## src/bucket_pkg.sv

```systemverilog
/*
 * Constants for the input activity leaky bucket: register offsets, reset
 * values, field widths and the monitoring cycle timing.
 * Assumes a 50 MHz system clock and byte-wide register access.
 */
// Contract
// - Each faulty or erratic 128 ms cycle adds one to that input's accumulator.
// - One is removed after each 1, 2, 4 or 8 clean cycles, per decay setting.
// - Active alarm clears when accumulator falls to reset threshold, default four.
// - Accumulator saturates at programmed bucket size, default eight.
// - Alarm is raised when accumulator reaches the programmed set threshold.
package bucket_pkg;
    // ------------------------------------------------------------------
    // Structure
    // ------------------------------------------------------------------
    localparam int NUM_INPUTS = 2;
    localparam int DATA_W     = 8;
    localparam int ADDR_W     = 8;

    // ------------------------------------------------------------------
    // Register offsets
    // ------------------------------------------------------------------
    localparam logic [ADDR_W-1:0] ADDR_ALARM_SET_LEVEL   = 8'h50;
    localparam logic [ADDR_W-1:0] ADDR_ALARM_CLEAR_LEVEL = 8'h51;
    localparam logic [ADDR_W-1:0] ADDR_BUCKET_CAPACITY   = 8'h52;
    localparam logic [ADDR_W-1:0] ADDR_DECAY_SELECT      = 8'h53;
    localparam logic [ADDR_W-1:0] ADDR_ALARM_STATUS      = 8'h54;
    localparam logic [ADDR_W-1:0] ADDR_FILL_LEVEL_BASE   = 8'h55;

    // ------------------------------------------------------------------
    // Reset values
    // ------------------------------------------------------------------
    localparam logic [DATA_W-1:0] RST_ALARM_SET_LEVEL   = 8'h06;
    localparam logic [DATA_W-1:0] RST_ALARM_CLEAR_LEVEL = 8'h04;
    localparam logic [DATA_W-1:0] RST_BUCKET_CAPACITY   = 8'h08;
    localparam logic [1:0]        RST_DECAY_SELECT      = 2'h1;

    // ------------------------------------------------------------------
    // Timing
    // ------------------------------------------------------------------
    localparam int CLOCK_HZ          = 50_000_000;
    localparam int MON_CYCLE_MS      = 128;
    localparam int MON_CYCLE_CLOCKS  = CLOCK_HZ / 1000 * MON_CYCLE_MS;
    localparam int TIMER_W           = 23;
    localparam int RUN_W             = 4;
endpackage : bucket_pkg

```

## src/bucket_if.sv

```systemverilog
/*
 * Carrier between the register/timer top and one bucket channel.
 * Assumes one instance per monitored input, all on the system clock.
 */
`timescale 1ns/10ps
interface bucket_if;
    import bucket_pkg::*;
    logic              cycle_end;   // Last clock of a monitoring cycle
    logic              fault;       // Fault pulse from the activity monitor
    logic [DATA_W-1:0] set_level;
    logic [DATA_W-1:0] clear_level;
    logic [DATA_W-1:0] capacity;
    logic [1:0]        decay_sel;
    logic [DATA_W-1:0] fill;        // Accumulator value
    logic              alarm;

    modport ctrl (output cycle_end, fault, set_level, clear_level, capacity, decay_sel,
                  input fill, alarm);
    modport chan (input cycle_end, fault, set_level, clear_level, capacity, decay_sel,
                  output fill, alarm);
endinterface : bucket_if

```

## src/bucket_channel.sv

```systemverilog
/*
 * One leaky bucket: integrates per-cycle fault results into an accumulator
 * and drives an inactivity alarm with hysteresis.
 * Assumes cycle_end pulses once per monitoring cycle and fault pulses come
 * from logic on the same clock.
 */
`timescale 1ns/10ps
module bucket_channel (
    // System
    input wire logic clock,
    input wire logic nrst,
    // Top side
    bucket_if.chan   bif
);
    import bucket_pkg::*;

    logic              fault_seen;
    logic              next_fault_seen;
    logic [RUN_W-2:0]  clean_run;
    logic [RUN_W-2:0]  next_clean_run;
    logic [DATA_W-1:0] fill;
    logic [DATA_W-1:0] next_fill;
    logic              alarm;
    logic              next_alarm;
    logic              faulty;
    logic [RUN_W-1:0]  run_len;
    logic [RUN_W-1:0]  run_done;

    // ------------------------------------------------------------------
    // Bucket update
    // ------------------------------------------------------------------
    // A fault in the closing clock still counts for the closing cycle
    always_comb begin
        faulty          = fault_seen | bif.fault;
        run_len         = RUN_W'(1) << bif.decay_sel;
        run_done        = RUN_W'({1'b0, clean_run}) + RUN_W'(1);
        next_fault_seen = faulty;
        next_clean_run  = clean_run;
        next_fill       = fill;
        next_alarm      = alarm;
        if (bif.cycle_end) begin
            next_fault_seen = 1'b0;
            if (faulty) begin
                next_clean_run = '0;
                // Also pulls a fill above a newly lowered capacity back down
                if (fill >= bif.capacity) begin
                    next_fill = bif.capacity;
                end else begin
                    next_fill = fill + DATA_W'(1);
                end
            end else if (run_done >= run_len) begin
                next_clean_run = '0;
                if (fill != '0) begin
                    next_fill = fill - DATA_W'(1);
                end
            end else begin
                next_clean_run = run_done[RUN_W-2:0];
            end
            // Set wins if the thresholds are programmed to overlap
            if (next_fill >= bif.set_level) begin
                next_alarm = 1'b1;
            end else if (next_fill <= bif.clear_level) begin
                next_alarm = 1'b0;
            end
        end
    end

    // Registers
    always_ff @(posedge clock or negedge nrst) begin
        if (!nrst) begin
            fault_seen <= 1'b0;
            clean_run  <= '0;
            fill       <= '0;
            alarm      <= 1'b0;
        end else begin
            fault_seen <= next_fault_seen;
            clean_run  <= next_clean_run;
            fill       <= next_fill;
            alarm      <= next_alarm;
        end
    end

    assign bif.fill  = fill;
    assign bif.alarm = alarm;
endmodule : bucket_channel

```

## src/input_activity_leaky_bucket.sv

```systemverilog
/*
 * Leaky bucket activity qualifier for the reference inputs: byte registers,
 * the monitoring cycle timer and one bucket channel per input.
 * Assumes fault pulses arrive from the activity monitor on the same clock,
 * and register accesses come from a byte-wide port on the same clock.
 */
`timescale 1ns/10ps
module input_activity_leaky_bucket #(
    parameter int CYCLE_CLOCKS = bucket_pkg::MON_CYCLE_CLOCKS
) (
    // System
    input  wire logic                                  clock,
    input  wire logic                                  nrst,
    // Register port
    input  wire logic                                  reg_wr,
    input  wire logic                                  reg_rd,
    input  wire logic [bucket_pkg::ADDR_W-1:0]         reg_addr,
    input  wire logic [bucket_pkg::DATA_W-1:0]         reg_wdata,
    output logic      [bucket_pkg::DATA_W-1:0]         reg_rdata,
    // Activity monitor
    input  wire logic [bucket_pkg::NUM_INPUTS-1:0]     fault,
    // Alarms
    output logic      [bucket_pkg::NUM_INPUTS-1:0]     inactivity_alarm,
    output logic                                       cycle_tick
);
    import bucket_pkg::*;

    logic [DATA_W-1:0]     alarm_set_level;
    logic [DATA_W-1:0]     next_alarm_set_level;
    logic [DATA_W-1:0]     alarm_clear_level;
    logic [DATA_W-1:0]     next_alarm_clear_level;
    logic [DATA_W-1:0]     bucket_capacity;
    logic [DATA_W-1:0]     next_bucket_capacity;
    logic [1:0]            decay_select;
    logic [1:0]            next_decay_select;
    logic [DATA_W-1:0]     next_reg_rdata;
    logic [TIMER_W-1:0]    timer;
    logic [TIMER_W-1:0]    next_timer;
    logic                  cycle_end;
    logic [DATA_W-1:0]     fill_bus [NUM_INPUTS];
    logic [NUM_INPUTS-1:0] alarm_bus;

    // ------------------------------------------------------------------
    // Monitoring cycle timer
    // ------------------------------------------------------------------
    // One cycle_end per monitoring cycle, shared by all channels
    always_comb begin
        cycle_end  = (timer == TIMER_W'(CYCLE_CLOCKS - 1));
        next_timer = cycle_end ? '0 : timer + TIMER_W'(1);
    end

    always_ff @(posedge clock or negedge nrst) begin
        if (!nrst) begin
            timer <= '0;
        end else begin
            timer <= next_timer;
        end
    end

    // ------------------------------------------------------------------
    // Configuration registers
    // ------------------------------------------------------------------
    // Writes take effect at the next cycle_end evaluation, not mid-cycle
    always_comb begin
        next_alarm_set_level   = alarm_set_level;
        next_alarm_clear_level = alarm_clear_level;
        next_bucket_capacity   = bucket_capacity;
        next_decay_select      = decay_select;
        if (reg_wr) begin
            case (reg_addr)
                ADDR_ALARM_SET_LEVEL:   next_alarm_set_level   = reg_wdata;
                ADDR_ALARM_CLEAR_LEVEL: next_alarm_clear_level = reg_wdata;
                ADDR_BUCKET_CAPACITY:   next_bucket_capacity   = reg_wdata;
                ADDR_DECAY_SELECT:      next_decay_select      = reg_wdata[1:0];
                default:                ;
            endcase
        end
    end

    // Read data is registered; unmapped addresses and unused bits read zero
    always_comb begin
        next_reg_rdata = reg_rdata;
        if (reg_rd) begin
            next_reg_rdata = '0;
            case (reg_addr)
                ADDR_ALARM_SET_LEVEL:   next_reg_rdata = alarm_set_level;
                ADDR_ALARM_CLEAR_LEVEL: next_reg_rdata = alarm_clear_level;
                ADDR_BUCKET_CAPACITY:   next_reg_rdata = bucket_capacity;
                ADDR_DECAY_SELECT:      next_reg_rdata = {6'h00, decay_select};
                ADDR_ALARM_STATUS:      next_reg_rdata = DATA_W'(alarm_bus);
                default: begin
                    for (int i = 0; i < NUM_INPUTS; i++) begin
                        if (reg_addr == ADDR_FILL_LEVEL_BASE + ADDR_W'(i)) begin
                            next_reg_rdata = fill_bus[i];
                        end
                    end
                end
            endcase
        end
    end

    always_ff @(posedge clock or negedge nrst) begin
        if (!nrst) begin
            alarm_set_level   <= RST_ALARM_SET_LEVEL;
            alarm_clear_level <= RST_ALARM_CLEAR_LEVEL;
            bucket_capacity   <= RST_BUCKET_CAPACITY;
            decay_select      <= RST_DECAY_SELECT;
            reg_rdata         <= '0;
        end else begin
            alarm_set_level   <= next_alarm_set_level;
            alarm_clear_level <= next_alarm_clear_level;
            bucket_capacity   <= next_bucket_capacity;
            decay_select      <= next_decay_select;
            reg_rdata         <= next_reg_rdata;
        end
    end

    // ------------------------------------------------------------------
    // Bucket channels
    // ------------------------------------------------------------------
    // Every channel shares the same thresholds, as the register map has one set
    for (genvar g = 0; g < NUM_INPUTS; g++) begin : g_chan
        bucket_if bif ();
        assign bif.cycle_end   = cycle_end;
        assign bif.fault       = fault[g];
        assign bif.set_level   = alarm_set_level;
        assign bif.clear_level = alarm_clear_level;
        assign bif.capacity    = bucket_capacity;
        assign bif.decay_sel   = decay_select;
        assign fill_bus[g]     = bif.fill;
        assign alarm_bus[g]    = bif.alarm;

        bucket_channel u_chan (
            .clock (clock),
            .nrst  (nrst),
            .bif   (bif.chan)
        );
    end

    assign inactivity_alarm = alarm_bus;
    assign cycle_tick       = cycle_end;
endmodule : input_activity_leaky_bucket

```

## config.mk

```make
export PLATFORM = sky130hd
export DESIGN_NAME = input_activity_leaky_bucket
export DESIGN_NICKNAME = d
export VERILOG_FILES = /design/src/bucket_pkg.sv /design/src/bucket_if.sv /design/src/bucket_channel.sv /design/src/input_activity_leaky_bucket.sv
export SDC_FILE = /design/constraint.sdc
export NUM_CORES = 1
export LEC_CHECK = 0
export BUFFER_PORTS_ARGS = -buffer_cell sky130_fd_sc_hd__buf_2
export CAP_MARGIN = 20
export CORE_MARGIN = 2
export CORE_UTILIZATION = 65
export DETAILED_ROUTE_END_ITERATION = 6
export PLACE_DENSITY = 0.95
export SLEW_MARGIN = 10
export SYNTH_ARGS = -nofsm -noshare
export SYNTH_HDL_FRONTEND = slang
export SYNTH_HIERARCHICAL = 1
export SYNTH_SLANG_ARGS = --single-unit
```

## constraint.sdc

```tcl
create_clock -name clock -period 6.7 [get_ports clock]
set_input_delay 1.34 -clock clock [delete_from_list [all_inputs] [get_ports clock]]
set_output_delay 1.34 -clock clock [all_outputs]
set_load 0.1 [all_outputs]
```

# Yosys cells after proc, flatten, opt, wreduce, memory -nomap -nowiden
# Cells that the tools add are included.
# word_totals
in_bits	22
output_inout_bits	11
register_bits	83
# op_classes
bitwise_logic	2
mux	24
addsub	7
eq_ne	8
n_lt_le_gt_ge	8
reduce_logical	10
shift	1
# ops
op	count
$mux W8	12
$eq A8 B7 Y1 const B	7
$pmux W8 S5	1
$ge A8 B8 Y1	4
$add A23 B1 Y23 const B	1
$eq A23 B23 Y1 const B	1
$mux W23	1
$add A8 B1 Y8 const B	2
$le A8 B8 Y1	2
$reduce_bool A8 Y1	2
$sub A8 B1 Y8 const B	2
$mux W3	4
$reduce_and A2 Y1	6
$add A3 B1 Y4 const B	2
$ge A4 B4 Y1	2
$mux W1	6
$reduce_bool A2 Y1	2
$shl A1 B2 Y4 const A	1
$or A1 B1 Y1	2

# Depth between registers and ports, before layout
# depth
word_depth	8
depth_mapped	15
mapped_depth_nobuf	14

# Modules after synthesis
# Netlist, hierarchy kept.
# modules_own_cells
module	seq_area_each_um2	n_inst	cells_per_inst	area_per_inst_um2
bucket_channel	325.3	2	242	2000.7
input_activity_leaky_bucket	1432.6	1	242	2790.2

# Worst setup path before layout
# OpenSTA, ideal clock, no wires.
# synth_timing
path_kind	input-to-reg
from	input port fault[0] in the netlist's numbering
to	register g_chan[0].u_chan.alarm
setup_slack_ns	3.260
t_arrival_ns	3.305
path_stages	11
path_buffers	1
cell_sequence	or2_2 > buf_2 > nor4_1 > a21oi_1 > o21ai_0 > ha_1 > nand2b_1 > a21o_1 > a21oi_1 > o211a_1 > o22ai_1
# synth_between
elab_chain_len	6
elab_cells_between_ends	8
classes_between	order compare: 2; mux: 3; bitwise: 1; reduce/logical: 2
# synth_lines
element	line	rtl
start: declaration	input_activity_leaky_bucket.sv:21	input wire logic [bucket_pkg::NUM_INPUTS-1:0] fault,
$or A1 B1 Y1 *	bucket_channel.sv:34	faulty = fault_seen | bif.fault;
$mux W8 *	bucket_channel.sv:43	if (faulty) begin
$mux W8 *	bucket_channel.sv:41	if (bif.cycle_end) begin
$le A8 B8 Y1 / $ge A8 B8 Y1 (equally long branches)	bucket_channel.sv:62, bucket_channel.sv:60	
$reduce_bool A2 Y1 (no line)	-	
$reduce_and A2 Y1 (no line)	-	
end signal: assignment	bucket_channel.sv:79	alarm <= next_alarm;
end: declaration	bucket_channel.sv:23	logic alarm;
# Every way passes the cells marked *; elsewhere a longest branch is shown, timed or not. The select of a mux whose other input is x is not followed.
# A chain may end at the register's enable or synchronous reset.

# Worst setup path after layout
# layout_timing
from	register g_chan[1].u_chan.clean_run[0]
to	register g_chan[1].u_chan.alarm
# layout_between
elab_chain_len	8
elab_cells_between_ends	10
classes_between	add/sub: 1; order compare: 3; mux: 4; reduce/logical: 2
# layout_lines
element	line	rtl
start: declaration	bucket_channel.sv:19	logic [RUN_W-2:0] clean_run;
start signal: assignment	bucket_channel.sv:77	clean_run <= next_clean_run;
$add A3 B1 Y4 *	bucket_channel.sv:36	run_done = RUN_W'({1'b0, clean_run}) + RUN_W'(1);
$ge A4 B4 Y1 *	bucket_channel.sv:51	end else if (run_done >= run_len) begin
$mux W8 *	bucket_channel.sv:51	
$mux W8 *	bucket_channel.sv:43	
$mux W8 *	bucket_channel.sv:41	
$le A8 B8 Y1 / $ge A8 B8 Y1 (equally long branches)	bucket_channel.sv:62, bucket_channel.sv:60	
$reduce_bool A2 Y1 (no line)	-	
$reduce_and A2 Y1 (no line)	-	
end signal: assignment	bucket_channel.sv:79	
end: declaration	bucket_channel.sv:23	
# Marked as above.

==> flow_summary.toml <==
[clock_tree]
clockBufferDepth = 2
clk_pin_slew_ns = 0.10
clock_latency_ns = 0.38
tritoncts = "built"
cts_buffers = 9
root_buffer = "clkbuf_8"
cts.sinks = 83
ctsHoldBuffers = 0
post_cts_resized = 0
cts_setup_buffers = 0
htree_levels = 3

[status]
status = "finished, violations left"
violations = "design-rule violations"

[final_layout]
final_common_cell = "dfrtp_1"
area_growth_pct = 4.79
drive_above_1_share_pct = 16.0
most-common-layout-cells = "dfrtp_1, inv_1, ha_1"
fillers = 745
diodes = 0
regArea_sq_mm = 0.00208
nNetsFinal = 821
utilization_pct = 69.6
multiInputGateArea_sq_mm = 0.00421

[setup_path]
crit_chain = "ha_1 > xor2_1 > ha_1 > o21a_1 > nor2_1 > nor3_1 > mux2i_1 > mux2i_1 > ha_1 > a21o_1 > a211oi_1 > o211a_1 > o22ai_1"
arrival_ns = 4.20
worst_ep_required_time_ns = 6.96
path_class = "reg2reg"
critPathMaxStageDelay_ns = 0.70
cp_slowest_cell = "nor2_1"
crit_family = "compound AO/OA/AOI/OAI gates"
crit_fanout = 14
worst_setup_path_end_kind = "flop"
cpMostUsedCell = "ha_1"
critPathBufInv = 0
worst_setup_path_start_kind = "flop"

[run]
max_cap_violations = 0

[timing]
fmax_ghz = 0.254
setup-tns-final_ns = 0
fin_skew_ns = 0.0119
rsz0062_at_grt = "no"
slew_viol_final = 0
hold_violations = 0
finalCriticalPeriod_ns = 3.94
setup_ws_ns = 2.76
post-route-period-util_pct = 58.8
setup_viol = 0
worst_pin_slew_ns = 0.969
slew_headroom_pct = 35.3

[logic_synthesis]
synth_nets = 813
syn_area_sq_mm = 0.00679
synth_cell_type_count = 65
synthAdderAreaFrac_pct = 12.0
synthCells = 726
avgSynthCellArea_sq_um = 9.35
yosys.area_share.simple_pct = 17.7
synthMuxAreaShare_pct = 14.1
ys_seq_elements = 83
synth_xor_area_share_pct = 4.13
synth_top_family_by_area = "simple AND/OR/NAND/NOR gates"
synth-edff-count = 0
synth_compound_area_share_pct = 13.9
synth-seq-area-share_pct = 30.7
yosys.area.top_type = "dfrtp_1"
async_flop_share_pct = 100
ys.flop_type = "dfrtp_1"
ys_warn_count = 6
synth.area.top_cells = "dfrtp_1, ha_1, mux2i_1"
synth_top_area_share_pct = 28.7

[die]
num_rows = 37
initial_utilization_pct = 66.4
ios = 33
die_height_um = 106
core_sq_mm = 0.0102
die_area_sq_mm = 0.0113
die_width_um = 106

[drt]
route.detailed.drc = 1
vias = 5704
antenna_left = 0
drt_wl_total_um = 17100
drtPass1Iterations = 7
via_per_inst = 6.52
wl_per_cell_um = 19.6
drt_iter0_markers = 483

[global_route]
grt_pass1_vias = 5597
grt_use_total_pct = 31.1
overflow = 0
antenna_found_initial = 0
grt_max_degree = 84
grt_pass1_wl_um = 27700

[place]
gp_congestion = 0.936
post-dp-hpwl_um = 12300
pre_cts_ws_ns = 2.82
port_buffers = 32

[hold_path]
hp-class = "reg2reg"

[pwr]
p_leak_nw = 3.17
max-vdd-ir-drop_mv = 0.154
p_per_area_mw_per_mm2 = 150
kinds of logic (layout without fill, tap and decap cells):
kind of cell,Yosys count,after routing
flip-flops,83,83
AND/OR/NAND/NOR,221,221
AO/OA/AOI/OAI,135,135
multiplexers,83,83
adder cells (fa/ha/maj),65,65
XOR/XNOR,32,32
buffers and inverters,107,120
per-stage QoR:
step	instances	hold slack, ns	power (W)	instance area (sq um)
after global placement	858	0.449	0.000691	6890
after CTS	874	0.483	0.00107	7090
after global routing	875	0.511	0.00111	7120
after detailed placement	858	0.471	0.000702	6890
after floorplan	726	0.433	0.000649	6790
final	875	0.501	0.00107	7120
flip-flops by register name (all words and copies together) (netlist names):
register and cells:
alarm_clear_level 8, g_chan.u_chan/fault_seen 2, g_chan.u_chan/clean_run 6, decay_select 2, bucket_capacity 8, reg_rdata 8
g_chan.u_chan/bif.alarm 2, timer 23, g_chan.u_chan/bif.fill 16, alarm_set_level 8
synthesized netlist by cell type (9+ instances only):
library cell and count:
dfrtp_1 78, inv_1 70, ha_1 65, nand2_1 51, nor2_1 50, mux2i_1 41
a21oi_1 30, mux2_2 26, o21ai_0 20, nor3_1 19, nand3_1 18, nand4_1 17
xnor2_1 17, xor2_1 15, mux2_4 14, o22ai_1 12, buf_2 10, clkbuf_1 10
nor2b_1 10, nand2b_1 9
routing by layer:
layer | part of all wire (%) | track usage, %
met5 | 0 | 0
met4 | 3.4 | 12.6
met3 | 6.5 | 5.82
met2 | 49 | 52.5
met1 | 41 | 39.4
power breakdown:
part / leakage (nW) / switching [W] / internal, W
combinational: 2.02 / 0.000100 / 0.0000767
sequential: 1.05 / 0.0000144 / 0.000510
clock: 0.0981 / 0.000205 / 0.000160
total: 3.17 / 0.000319 / 0.000747
cell type report:
class | instances | share of cell area, %
Multi-Input combinational cell | 536 | 59.1
Sequential cell | 83 | 29.3
Inverter | 70 | 3.69
Timing Repair Buffer | 34 | 2.78
Tap cell | 136 | 2.39
Clock buffer | 11 | 2.13
Clock inverter | 5 | 0.633
worst paths after layout:
| check | from | endpoint | slack, ns | depth (start not counted) |
|---|---|---|---|---|
| max in group asynchronous | nrst | timer[11]$_DFF_PN0_ | 5.20 | 2 |
| worst max-delay path | g_chan[1].u_chan/clean_run[0]$_DFFE_PN0P_ | g_chan[1].u_chan/bif.alarm$_DFFE_PN0P_ | 2.76 | 13 |
| worst min-delay path | timer[0]$_DFF_PN0_ | timer[0]$_DFF_PN0_ | 0.50 | 1 |
| worst min register to register | timer[0]$_DFF_PN0_ | timer[0]$_DFF_PN0_ | 0.50 | 1 |
| min in group asynchronous | nrst | g_chan[0].u_chan/bif.fill[7]$_DFFE_PN0P_ | 0.90 | 1 |
| worst max register to register | g_chan[1].u_chan/clean_run[0]$_DFFE_PN0P_ | g_chan[1].u_chan/bif.alarm$_DFFE_PN0P_ | 2.76 | 13 |
Power figures use the tool's default switching activity.
